## config.mk

```make
export PLATFORM = sky130hd
export DESIGN_NAME = compact_timer
export DESIGN_NICKNAME = d
export VERILOG_FILES = /design/src/core/compact_timer.v
export VERILOG_INCLUDE_DIRS = /design/src /design/src/core
export SDC_FILE = /design/constraint.sdc
export NUM_CORES = 1
export LEC_CHECK = 0
export ABC_AREA = 1
export BUFFER_PORTS_ARGS = -buffer_cell sky130_fd_sc_hd__buf_2
export CAP_MARGIN = 20
export CORE_AREA = 2 2 96 191
export DETAILED_ROUTE_END_ITERATION = 8
export DIE_AREA = 0 0 98 193
export GPL_TIMING_DRIVEN = 0
export HOLD_SLACK_MARGIN = 0.03
export SLEW_MARGIN = 20
export SYNTH_ARGS = -nofsm -noshare
export SYNTH_HDL_FRONTEND = slang
export SYNTH_SLANG_ARGS = --single-unit
```

## constraint.sdc

```tcl
create_clock -name pclk -period 5.1 [get_ports pclk]
set_input_delay 1.02 -clock pclk [delete_from_list [all_inputs] [get_ports pclk]]
set_output_delay 1.02 -clock pclk [all_outputs]
set_load 0.02 [all_outputs]
```

## src/core/compact_timer_defs.vh

```
// constants for the compact timer: register map, field positions,
// reset values, mode and action codes, prescaler divides.
// assumes an APB slave with 8-bit byte address and 32-bit data.
`ifndef COMPACT_TIMER_DEFS_VH
`define COMPACT_TIMER_DEFS_VH

// register byte addresses
`define CT_ADDR_CTRL0      8'h00
`define CT_ADDR_CTRL1      8'h04
`define CT_ADDR_CNT_LO     8'h08
`define CT_ADDR_CNT_HI     8'h0C
`define CT_ADDR_CMPA_LO    8'h10
`define CT_ADDR_CMPA_HI    8'h14
`define CT_ADDR_PERIOD     8'h18
`define CT_ADDR_STATUS     8'h1C

// control zero fields
`define CT_PAUSE_BIT       7
`define CT_CLKSEL_HI       6
`define CT_CLKSEL_LO       4
`define CT_ON_BIT          3

// control one fields
`define CT_MODE_HI         7
`define CT_MODE_LO         6
`define CT_ACT_HI          5
`define CT_ACT_LO          4
`define CT_INIT_BIT        3
`define CT_INV_BIT         2
`define CT_SWAP_BIT        1
`define CT_CLRSEL_BIT      0

// status fields, write one to clear
`define CT_FLAG_A_BIT      0
`define CT_FLAG_P_BIT      1

// reset values
`define CT_RST_BYTE        8'h00
`define CT_RST_WORD        16'h0000

// mode codes
`define CT_MODE_CMP        2'h0
`define CT_MODE_PWM        2'h2
`define CT_MODE_TMR        2'h3

// output action codes, compare mode
`define CT_CMP_NONE        2'h0
`define CT_CMP_LOW         2'h1
`define CT_CMP_HIGH        2'h2
`define CT_CMP_TOG         2'h3

// output action codes, pwm mode
`define CT_PWM_INACT       2'h0
`define CT_PWM_ACT         2'h1
`define CT_PWM_WAVE        2'h2

// prescaler terminal masks (divide by 4, 16, 64, 256)
`define CT_DIV4_MASK       2'h3
`define CT_DIV16_MASK      4'hF
`define CT_DIV64_MASK      6'h3F
`define CT_DIV256_MASK     8'hFF

`endif

```

## src/core/compact_timer.v

```verilog
// compact timer: 16-bit up counter, two comparators, compare output,
// timer/counter and edge-aligned pwm modes, APB register access.
// assumes count_clk_in is synchronous to pclk; pready is always high.
// assumes software stops the counter before changing mode or action.
// count bytes are read one at a time, so a 16-bit read may tear.
`timescale 1ns/1ps
`include "compact_timer_defs.vh"

module compact_timer
(
  input  wire        pclk,
  input  wire        presetn,
  input  wire        psel,
  input  wire        penable,
  input  wire        pwrite,
  input  wire [7:0]  paddr,
  input  wire [31:0] pwdata,
  output reg  [31:0] prdata,
  output wire        pready,
  output wire        pslverr,
  input  wire        count_clk_in,
  output wire        timer_pin_out,
  output wire        timer_pin_oe_n,
  output wire        match_a_flag,
  output wire        match_p_flag
);

  // software registers
  // control bytes keep unimplemented bits at zero
  reg  [7:0]  ctrl0_r;
  reg  [7:0]  ctrl1_r;
  reg  [15:0] cmpa_r;
  reg  [7:0]  period_r;
  reg         flag_a_r;
  reg         flag_p_r;

  // timer state
  // one prescaler serves every divided count rate
  reg  [15:0] cnt_r;
  reg  [15:0] cnt_nxt;
  reg  [7:0]  pre_r;
  reg         on_d_r;
  reg         ext_d_r;
  reg         lvl_r;
  reg         lvl_nxt;
  reg         pin_r;
  reg         oe_n_r;

  // decoded fields
  // plain taps, no extra state behind them
  wire        pause;
  wire [2:0]  clksel;
  wire        cnt_on;
  wire [1:0]  mode;
  wire [1:0]  act;
  wire        init_lvl;
  wire        inv;
  wire        swap;
  wire        clrsel;

  // bus strobes
  // all combinational, valid only while psel is high
  wire        setup_ph;
  wire        wr_en;
  wire        addr_ok;
  wire        sts_wr;
  wire        clr_a;
  wire        clr_p;

  // tick and match terms
  // single-cycle terms, judged before the edge they act on
  reg         tick;
  wire        on_rise;
  wire        run;
  wire [15:0] inc;
  wire        hit_a;
  wire        hit_p;
  wire        is_pwm;
  wire        is_cmp;
  wire        clr_on_a;
  wire        clr_now;
  wire        set_a;
  wire        set_p;
  wire [16:0] duty17;
  wire        pwm_act;

  // field taps of the two control bytes
  assign pause    = ctrl0_r[`CT_PAUSE_BIT];
  assign clksel   = ctrl0_r[`CT_CLKSEL_HI:`CT_CLKSEL_LO];
  assign cnt_on   = ctrl0_r[`CT_ON_BIT];
  assign mode     = ctrl1_r[`CT_MODE_HI:`CT_MODE_LO];
  assign act      = ctrl1_r[`CT_ACT_HI:`CT_ACT_LO];
  assign init_lvl = ctrl1_r[`CT_INIT_BIT];
  assign inv      = ctrl1_r[`CT_INV_BIT];
  assign swap     = ctrl1_r[`CT_SWAP_BIT];
  assign clrsel   = ctrl1_r[`CT_CLRSEL_BIT];

  // APB handshake: zero wait states
  // unmapped slots answer with pslverr and drop writes
  assign pready   = 1'b1;
  assign setup_ph = psel & ~penable;
  assign wr_en    = psel & penable & pwrite;
  assign addr_ok  = (paddr == `CT_ADDR_CTRL0)   |
                    (paddr == `CT_ADDR_CTRL1)   |
                    (paddr == `CT_ADDR_CNT_LO)  |
                    (paddr == `CT_ADDR_CNT_HI)  |
                    (paddr == `CT_ADDR_CMPA_LO) |
                    (paddr == `CT_ADDR_CMPA_HI) |
                    (paddr == `CT_ADDR_PERIOD)  |
                    (paddr == `CT_ADDR_STATUS);
  assign pslverr  = psel & penable & ~addr_ok;

  // write-one-to-clear strobes of the status byte
  assign sts_wr   = wr_en & (paddr == `CT_ADDR_STATUS);
  assign clr_a    = sts_wr & pwdata[`CT_FLAG_A_BIT];
  assign clr_p    = sts_wr & pwdata[`CT_FLAG_P_BIT];

  // count clock select: prescaled pclk or external pin edge
  // prescaler free-runs, so the first tick after turn-on may be early
  always @*
  begin
    case (clksel)
      3'h0:    tick = (pre_r[1:0] == `CT_DIV4_MASK);
      3'h1:    tick = 1'b1;
      3'h2:    tick = (pre_r[3:0] == `CT_DIV16_MASK);
      3'h3:    tick = (pre_r[5:0] == `CT_DIV64_MASK);
      3'h4:    tick = (pre_r == `CT_DIV256_MASK);
      3'h5:    tick = (pre_r == `CT_DIV256_MASK);
      3'h6:    tick = count_clk_in & ~ext_d_r;
      3'h7:    tick = ~count_clk_in & ext_d_r;
      default: tick = 1'b0;
    endcase
  end

  // counter enable and edge of the on bit
  assign on_rise  = cnt_on & ~on_d_r;
  assign run      = cnt_on & ~pause & tick & ~on_rise;
  assign inc      = cnt_r + 16'h0001;

  // comparators look at the value the counter steps into
  // so the clear and the flag land on one edge
  assign hit_a    = run & (inc[15:0] == cmpa_r)
                    & (cmpa_r != `CT_RST_WORD);
  // P value zero only matches the wrap to zero, i.e. overflow
  assign hit_p    = run & (inc[15:0] == {period_r, 8'h00});

  // mode decode; undefined mode 01 counts like compare
  assign is_pwm   = (mode == `CT_MODE_PWM);
  assign is_cmp   = (mode == `CT_MODE_CMP);

  // pwm picks the clear source by swap, other modes by select
  // clear select is ignored while in pwm
  assign clr_on_a = is_pwm ? swap : clrsel;

  // clearing event of the selected comparator
  assign clr_now  = clr_on_a ? hit_a : hit_p;

  // flags: A always, P suppressed when A clears outside pwm
  assign set_a    = hit_a;
  assign set_p    = hit_p & (is_pwm | ~clrsel);

  // duty threshold in count clocks, 65536 for P zero
  // 17 bits so a full-length duty stays above every count
  assign duty17   = swap ?
                    ((period_r == `CT_RST_BYTE) ? 17'h10000
                                                : {1'b0, period_r, 8'h00})
                    : {1'b0, cmpa_r};
  // duty at or past period keeps count below it always
  assign pwm_act  = ({1'b0, cnt_nxt} < duty17);

  // next count value
  // turn-on zeroing outranks a tick in the same cycle
  always @*
  begin
    cnt_nxt = cnt_r;
    if (on_rise)
    begin
      cnt_nxt = `CT_RST_WORD;
    end
    else if (run)
    begin
      if (clr_now)
      begin
        cnt_nxt = `CT_RST_WORD;
      end
      else
      begin
        cnt_nxt = inc[15:0];
      end
    end
  end

  // next output level before polarity
  // pwm level follows the count; forced codes ignore it
  always @*
  begin
    lvl_nxt = lvl_r;
    if (is_pwm)
    begin
      case (act)
        `CT_PWM_INACT: lvl_nxt = ~init_lvl;
        `CT_PWM_ACT:   lvl_nxt = init_lvl;
        `CT_PWM_WAVE:  lvl_nxt = pwm_act ? init_lvl : ~init_lvl;
        default:       lvl_nxt = lvl_r;
      endcase
    end
    else if (on_rise)
    begin
      lvl_nxt = init_lvl;
    end
    else if (is_cmp & set_a)
    begin
      case (act)
        `CT_CMP_NONE: lvl_nxt = lvl_r;
        `CT_CMP_LOW:  lvl_nxt = 1'b0;
        `CT_CMP_HIGH: lvl_nxt = 1'b1;
        `CT_CMP_TOG:  lvl_nxt = ~lvl_r;
        default:      lvl_nxt = lvl_r;
      endcase
    end
  end

  // prescaler, edge history and counter
  // on-bit history makes the turn-on a one-cycle event
  always @(posedge pclk or negedge presetn)
  begin
    if (!presetn)
    begin
      pre_r   <= `CT_RST_BYTE;
      ext_d_r <= 1'b0;
      on_d_r  <= 1'b0;
      cnt_r   <= `CT_RST_WORD;
    end
    else
    begin
      pre_r   <= pre_r + 8'h01;
      ext_d_r <= count_clk_in;
      on_d_r  <= cnt_on;
      cnt_r   <= cnt_nxt;
    end
  end

  // output level and pin drive
  // pin enable follows the mode one cycle after a write
  always @(posedge pclk or negedge presetn)
  begin
    if (!presetn)
    begin
      lvl_r  <= 1'b0;
      pin_r  <= 1'b0;
      oe_n_r <= 1'b1;
    end
    else
    begin
      lvl_r  <= lvl_nxt;
      pin_r  <= lvl_nxt ^ inv;
      // pin released in timer/counter and undefined modes
      oe_n_r <= ~(is_cmp | is_pwm);
    end
  end

  // pin outputs straight from flops
  assign timer_pin_out  = pin_r;
  assign timer_pin_oe_n = oe_n_r;

  // control and compare registers
  // count bytes and status fall through untouched here
  always @(posedge pclk or negedge presetn)
  begin
    if (!presetn)
    begin
      ctrl0_r  <= `CT_RST_BYTE;
      ctrl1_r  <= `CT_RST_BYTE;
      cmpa_r   <= `CT_RST_WORD;
      period_r <= `CT_RST_BYTE;
    end
    else if (wr_en)
    begin
      case (paddr)
        // low three bits unimplemented
        `CT_ADDR_CTRL0:   ctrl0_r <= {pwdata[7:3], 3'h0};
        `CT_ADDR_CTRL1:   ctrl1_r <= pwdata[7:0];
        `CT_ADDR_CMPA_LO: cmpa_r[7:0] <= pwdata[7:0];
        `CT_ADDR_CMPA_HI: cmpa_r[15:8] <= pwdata[7:0];
        `CT_ADDR_PERIOD:  period_r <= pwdata[7:0];
        default:          ctrl0_r <= ctrl0_r;
      endcase
    end
  end

  // match flags: hardware set beats software clear
  // a clear racing a match loses, so no event is missed
  always @(posedge pclk or negedge presetn)
  begin
    if (!presetn)
    begin
      flag_a_r <= 1'b0;
      flag_p_r <= 1'b0;
    end
    else
    begin
      if (set_a)
      begin
        flag_a_r <= 1'b1;
      end
      else if (clr_a)
      begin
        flag_a_r <= 1'b0;
      end
      if (set_p)
      begin
        flag_p_r <= 1'b1;
      end
      else if (clr_p)
      begin
        flag_p_r <= 1'b0;
      end
    end
  end

  // flag outputs mirror the status bits
  assign match_a_flag = flag_a_r;
  assign match_p_flag = flag_p_r;

  // read data captured in the setup cycle, shown in access
  // capturing early keeps the access phase free of wait states
  always @(posedge pclk or negedge presetn)
  begin
    if (!presetn)
    begin
      prdata <= 32'h00000000;
    end
    else if (setup_ph)
    begin
      case (paddr)
        `CT_ADDR_CTRL0:   prdata <= {24'h000000, ctrl0_r};
        `CT_ADDR_CTRL1:   prdata <= {24'h000000, ctrl1_r};
        `CT_ADDR_CNT_LO:  prdata <= {24'h000000, cnt_r[7:0]};
        `CT_ADDR_CNT_HI:  prdata <= {24'h000000, cnt_r[15:8]};
        `CT_ADDR_CMPA_LO: prdata <= {24'h000000, cmpa_r[7:0]};
        `CT_ADDR_CMPA_HI: prdata <= {24'h000000, cmpa_r[15:8]};
        `CT_ADDR_PERIOD:  prdata <= {24'h000000, period_r};
        `CT_ADDR_STATUS:  prdata <= {30'h0, flag_p_r, flag_a_r};
        default:          prdata <= 32'h00000000;
      endcase
    end
  end

endmodule // compact_timer

```

==> reports/summary.txt <==
status -> finished clean
I/O pin cnt -> 84
Nets -> 867
CP endpoint kind -> register
DIE HEIGHT -> 193 um
Syn Inst Count -> 735
WL per Instance -> 16.6 um
Filler Cell Count -> 1890
setup ws final -> 0.433 ns
RR Endpoint -> timer_pin_out
TritonCTS buffer count -> 9
Starting Density -> 29.4%
Die Span X -> 98 um
hold depth -> 0
commonest cells after routing, fill and taps aside -> 216 x nand2_1, 93 x inv_1, 75 x dfrtp_1
Core Rows -> 69
Post-synth EDFFs -> 0
area leader, netlist -> dfrtp_1
launching point of the worst reg2reg path -> cnt_r[1]
worst skew pair latency -> 0.35 ns
grt ovf -> 0
first-pass GRT wire length -> 26300 um
most used cell, CP -> nand2_1
Warnings, synthesis -> 0
sw power -> 0.387 mW
Placed Area -> 5690 sq um
Clk network pwr share -> 46.4%
final worst path period share -> 91.5%
GPL Wtd Cong -> 1.01
area of the core -> 17500 sq um
Post-Place Cells -> 1005
Hold Path Sink -> on_d_r
max-slew violation count -> 0
sequential area share after synthesis -> 37.0%
Worst R2R Path Depth -> 31
critical path fanouts, max -> 10
post-DP HPWL -> 13700 um
via count -> 5060
post-route ant nets -> 0
CTS Buffer Depth -> 2
Synth area leaders -> dfrtp_1 36%, nand2_1 16%, inv_1 6.8%
delay of the slowest cell on the worst path -> 0.52 ns
GRT Total Usage -> 18.1%
antenna violations before repair -> 0
Comb power frac -> 9.8%
Multi-input gate area -> 2750 sq um
layout cells sized above 1 -> 13.6%
pre-CTS WS -> 0.286 ns
Area growth syn-to-layout -> 16.6%
Pwr Density -> 239 nW/um^2
Slew headroom -> 40.5%
Sw Share -> 27.0%
hold buffers post-CTS -> 0
minimum clock period -> 4.67 ns
LEAKAGE -> 2.91 nW
most common cell after layout, fill and taps aside -> nand2_1
ys flop type -> dfrtp_1
endpoints failing hold -> 0
endpoints failing setup -> 0
FF-to-FF setup slack -> 0.43 ns
CTS tree -> yes
routed wire length -> 16900 um
number of port buffers -> 33
die area -> 18900 sq um
initial drt markers -> 363
Setup TNS -> 0 ns
n_diodes -> 0
register bit total from synthesis -> 76
first-pass detailed-route iteration total -> 5
Crit path required time -> 5.34 ns
Design Area, Final -> 6000 sq um
top-area cell type share of the netlist area -> 36.5%
crit path max-delay cell type -> dfrtp_1
# clock sinks -> 76
Worst-Margin Slew -> 0.889 ns
synthesized area per cell -> 7.00 sq um
highest ir drop seen on vdd -> 0.204 mV
crit path DAT -> 4.90 ns
Synth cell types -> 37
vias in the first global route -> 4816
Max-Cap Viols -> 0
Peak Freq -> 0.214 GHz
internal power -> 1.05 mW
final cell count without fillers -> 1021
Sequential Power Share -> 43.8%
root buffer cell -> clkbuf_16
Setup crit start kind -> register
H-tree depth -> 3
FFs w/ async S/R, synth -> 100%
vias per inst -> 4.96
hold path start -> ctrl0_r[3]
setup bufs post-CTS -> 0
Register Area -> 1900 sq um
Post-route DRC -> 0
synthesized area -> 5150 sq um
RSZ-0062 raised after global routing -> false
Worst-path clk slew -> 0.07 ns
largest net degree at the start of global routing -> 42
CP Class -> register to register
HP Class -> register to register
worst clock skew -> 0.0100 ns
==> worst max-delay path, delay by kind of cell, from the launching register on <==
family	cells	cell delay, ns
buf+inv	2	0.54
compound gates	6	0.91
fa+ha+maj	2	0.56
flops	1	0.52
simple gates	21	2.07
==> Yosys cell counts, types with 2 or more instances <==
| cell | n |
|---|---|
| dfrtp_1 | 75 |
| o31ai_1 | 2 |
| nand4_1 | 17 |
| inv_2 | 2 |
| xor2_1 | 6 |
| nor2_2 | 6 |
| mux2_2 | 2 |
| nand3_2 | 3 |
| o22ai_1 | 17 |
| nor2_1 | 40 |
| buf_4 | 25 |
| ha_1 | 18 |
| conb_1 | 2 |
| nand2_1 | 216 |
| a211oi_1 | 2 |
| clkbuf_1 | 10 |
| nor2_4 | 4 |
| o41ai_1 | 4 |
| a21oi_1 | 30 |
| inv_1 | 93 |
| o21ai_0 | 64 |
| nand3_1 | 60 |
| nand2_2 | 13 |
| nor3_1 | 11 |
==> cell families after synthesis <==
kind of cell	synth area share, %
AND/OR/NAND/NOR	32.0
buffers and inverters	11.5
other	0.146
multiplexers	0.437
XOR/XNOR	1.19
flip-flops	37.0
AO/OA/AOI/OAI	13.4
adder cells (fa/ha/maj)	4.38
==> per-layer routing <==
layer  vias up  global-route usage [%]  routed length [um]
met4         0                    10.0                 808
met5         -                       0                   0
met2       169                    29.1                7900
li1       2500                       -                   -
met1      2348                    23.6                7500
met3        43                    2.05                 710
==> registers in the layout, indices dropped and copies added (netlist names) <==
register,flops
ext_d_r,1
match_p_flag,1
period_r,8
lvl_r,1
timer_pin_oe_n,1
timer_pin_out,1
on_d_r,1
ctrl0_r,5
cnt_r,16
pre_r,8
cmpa_r,16
prdata,8
match_a_flag,1
ctrl1_r,8
==> metrics by stage <==
stage / power (mW) / hold WS [ns] / utilization (%)
after floorplan: 0.725 / 0.394 / -
after global placement: 0.774 / 0.411 / 32.3
after detailed placement: 0.778 / 0.417 / 32.5
after CTS: 1.44 / 0.432 / 34.2
after global routing: 1.49 / 0.442 / 34.2
final: 1.43 / 0.431 / 34.2
==> worst max-delay path by stage <==
stage                       startpoint             to  slack (ns)  depth (start not counted)
after floorplan           count_clk_in  timer_pin_out        1.32                         29
after global placement    count_clk_in  timer_pin_out        0.33                         30
after detailed placement  count_clk_in  timer_pin_out        0.29                         30
after CTS                     cnt_r[1]  timer_pin_out        0.34                         31
after global routing          cnt_r[1]  timer_pin_out        0.05                         31
final                         cnt_r[1]  timer_pin_out        0.43                         31
==> layout make-up <==
| type | count | share of cell area [%] |
|---|---|---|
| Buffer | 36 | 3.84 |
| Clock buffer | 9 | 3.75 |
| Clock inverter | 7 | 1.36 |
| Inverter | 96 | 6.01 |
| Multi-Input combinational cell | 550 | 45.8 |
| Sequential cell | 76 | 31.7 |
| Tap cell | 213 | 4.44 |
| Timing Repair Buffer | 34 | 3.13 |
==> repair_timing <==
item	in CTS	in global routing
endpoints found under the hold margin	0	0
endpoints found under the setup margin	0	1
gates resized for setup	0	1
==> power groups by stage <==
stage,registers [mW],clock network [mW],logic [mW]
after floorplan,0.638,0,0.0868
after global placement,0.638,0,0.136
after detailed placement,0.638,0,0.139
after CTS,0.627,0.676,0.140
after global routing,0.629,0.700,0.156
final,0.628,0.665,0.141
(Power assumes the default switching activity.)
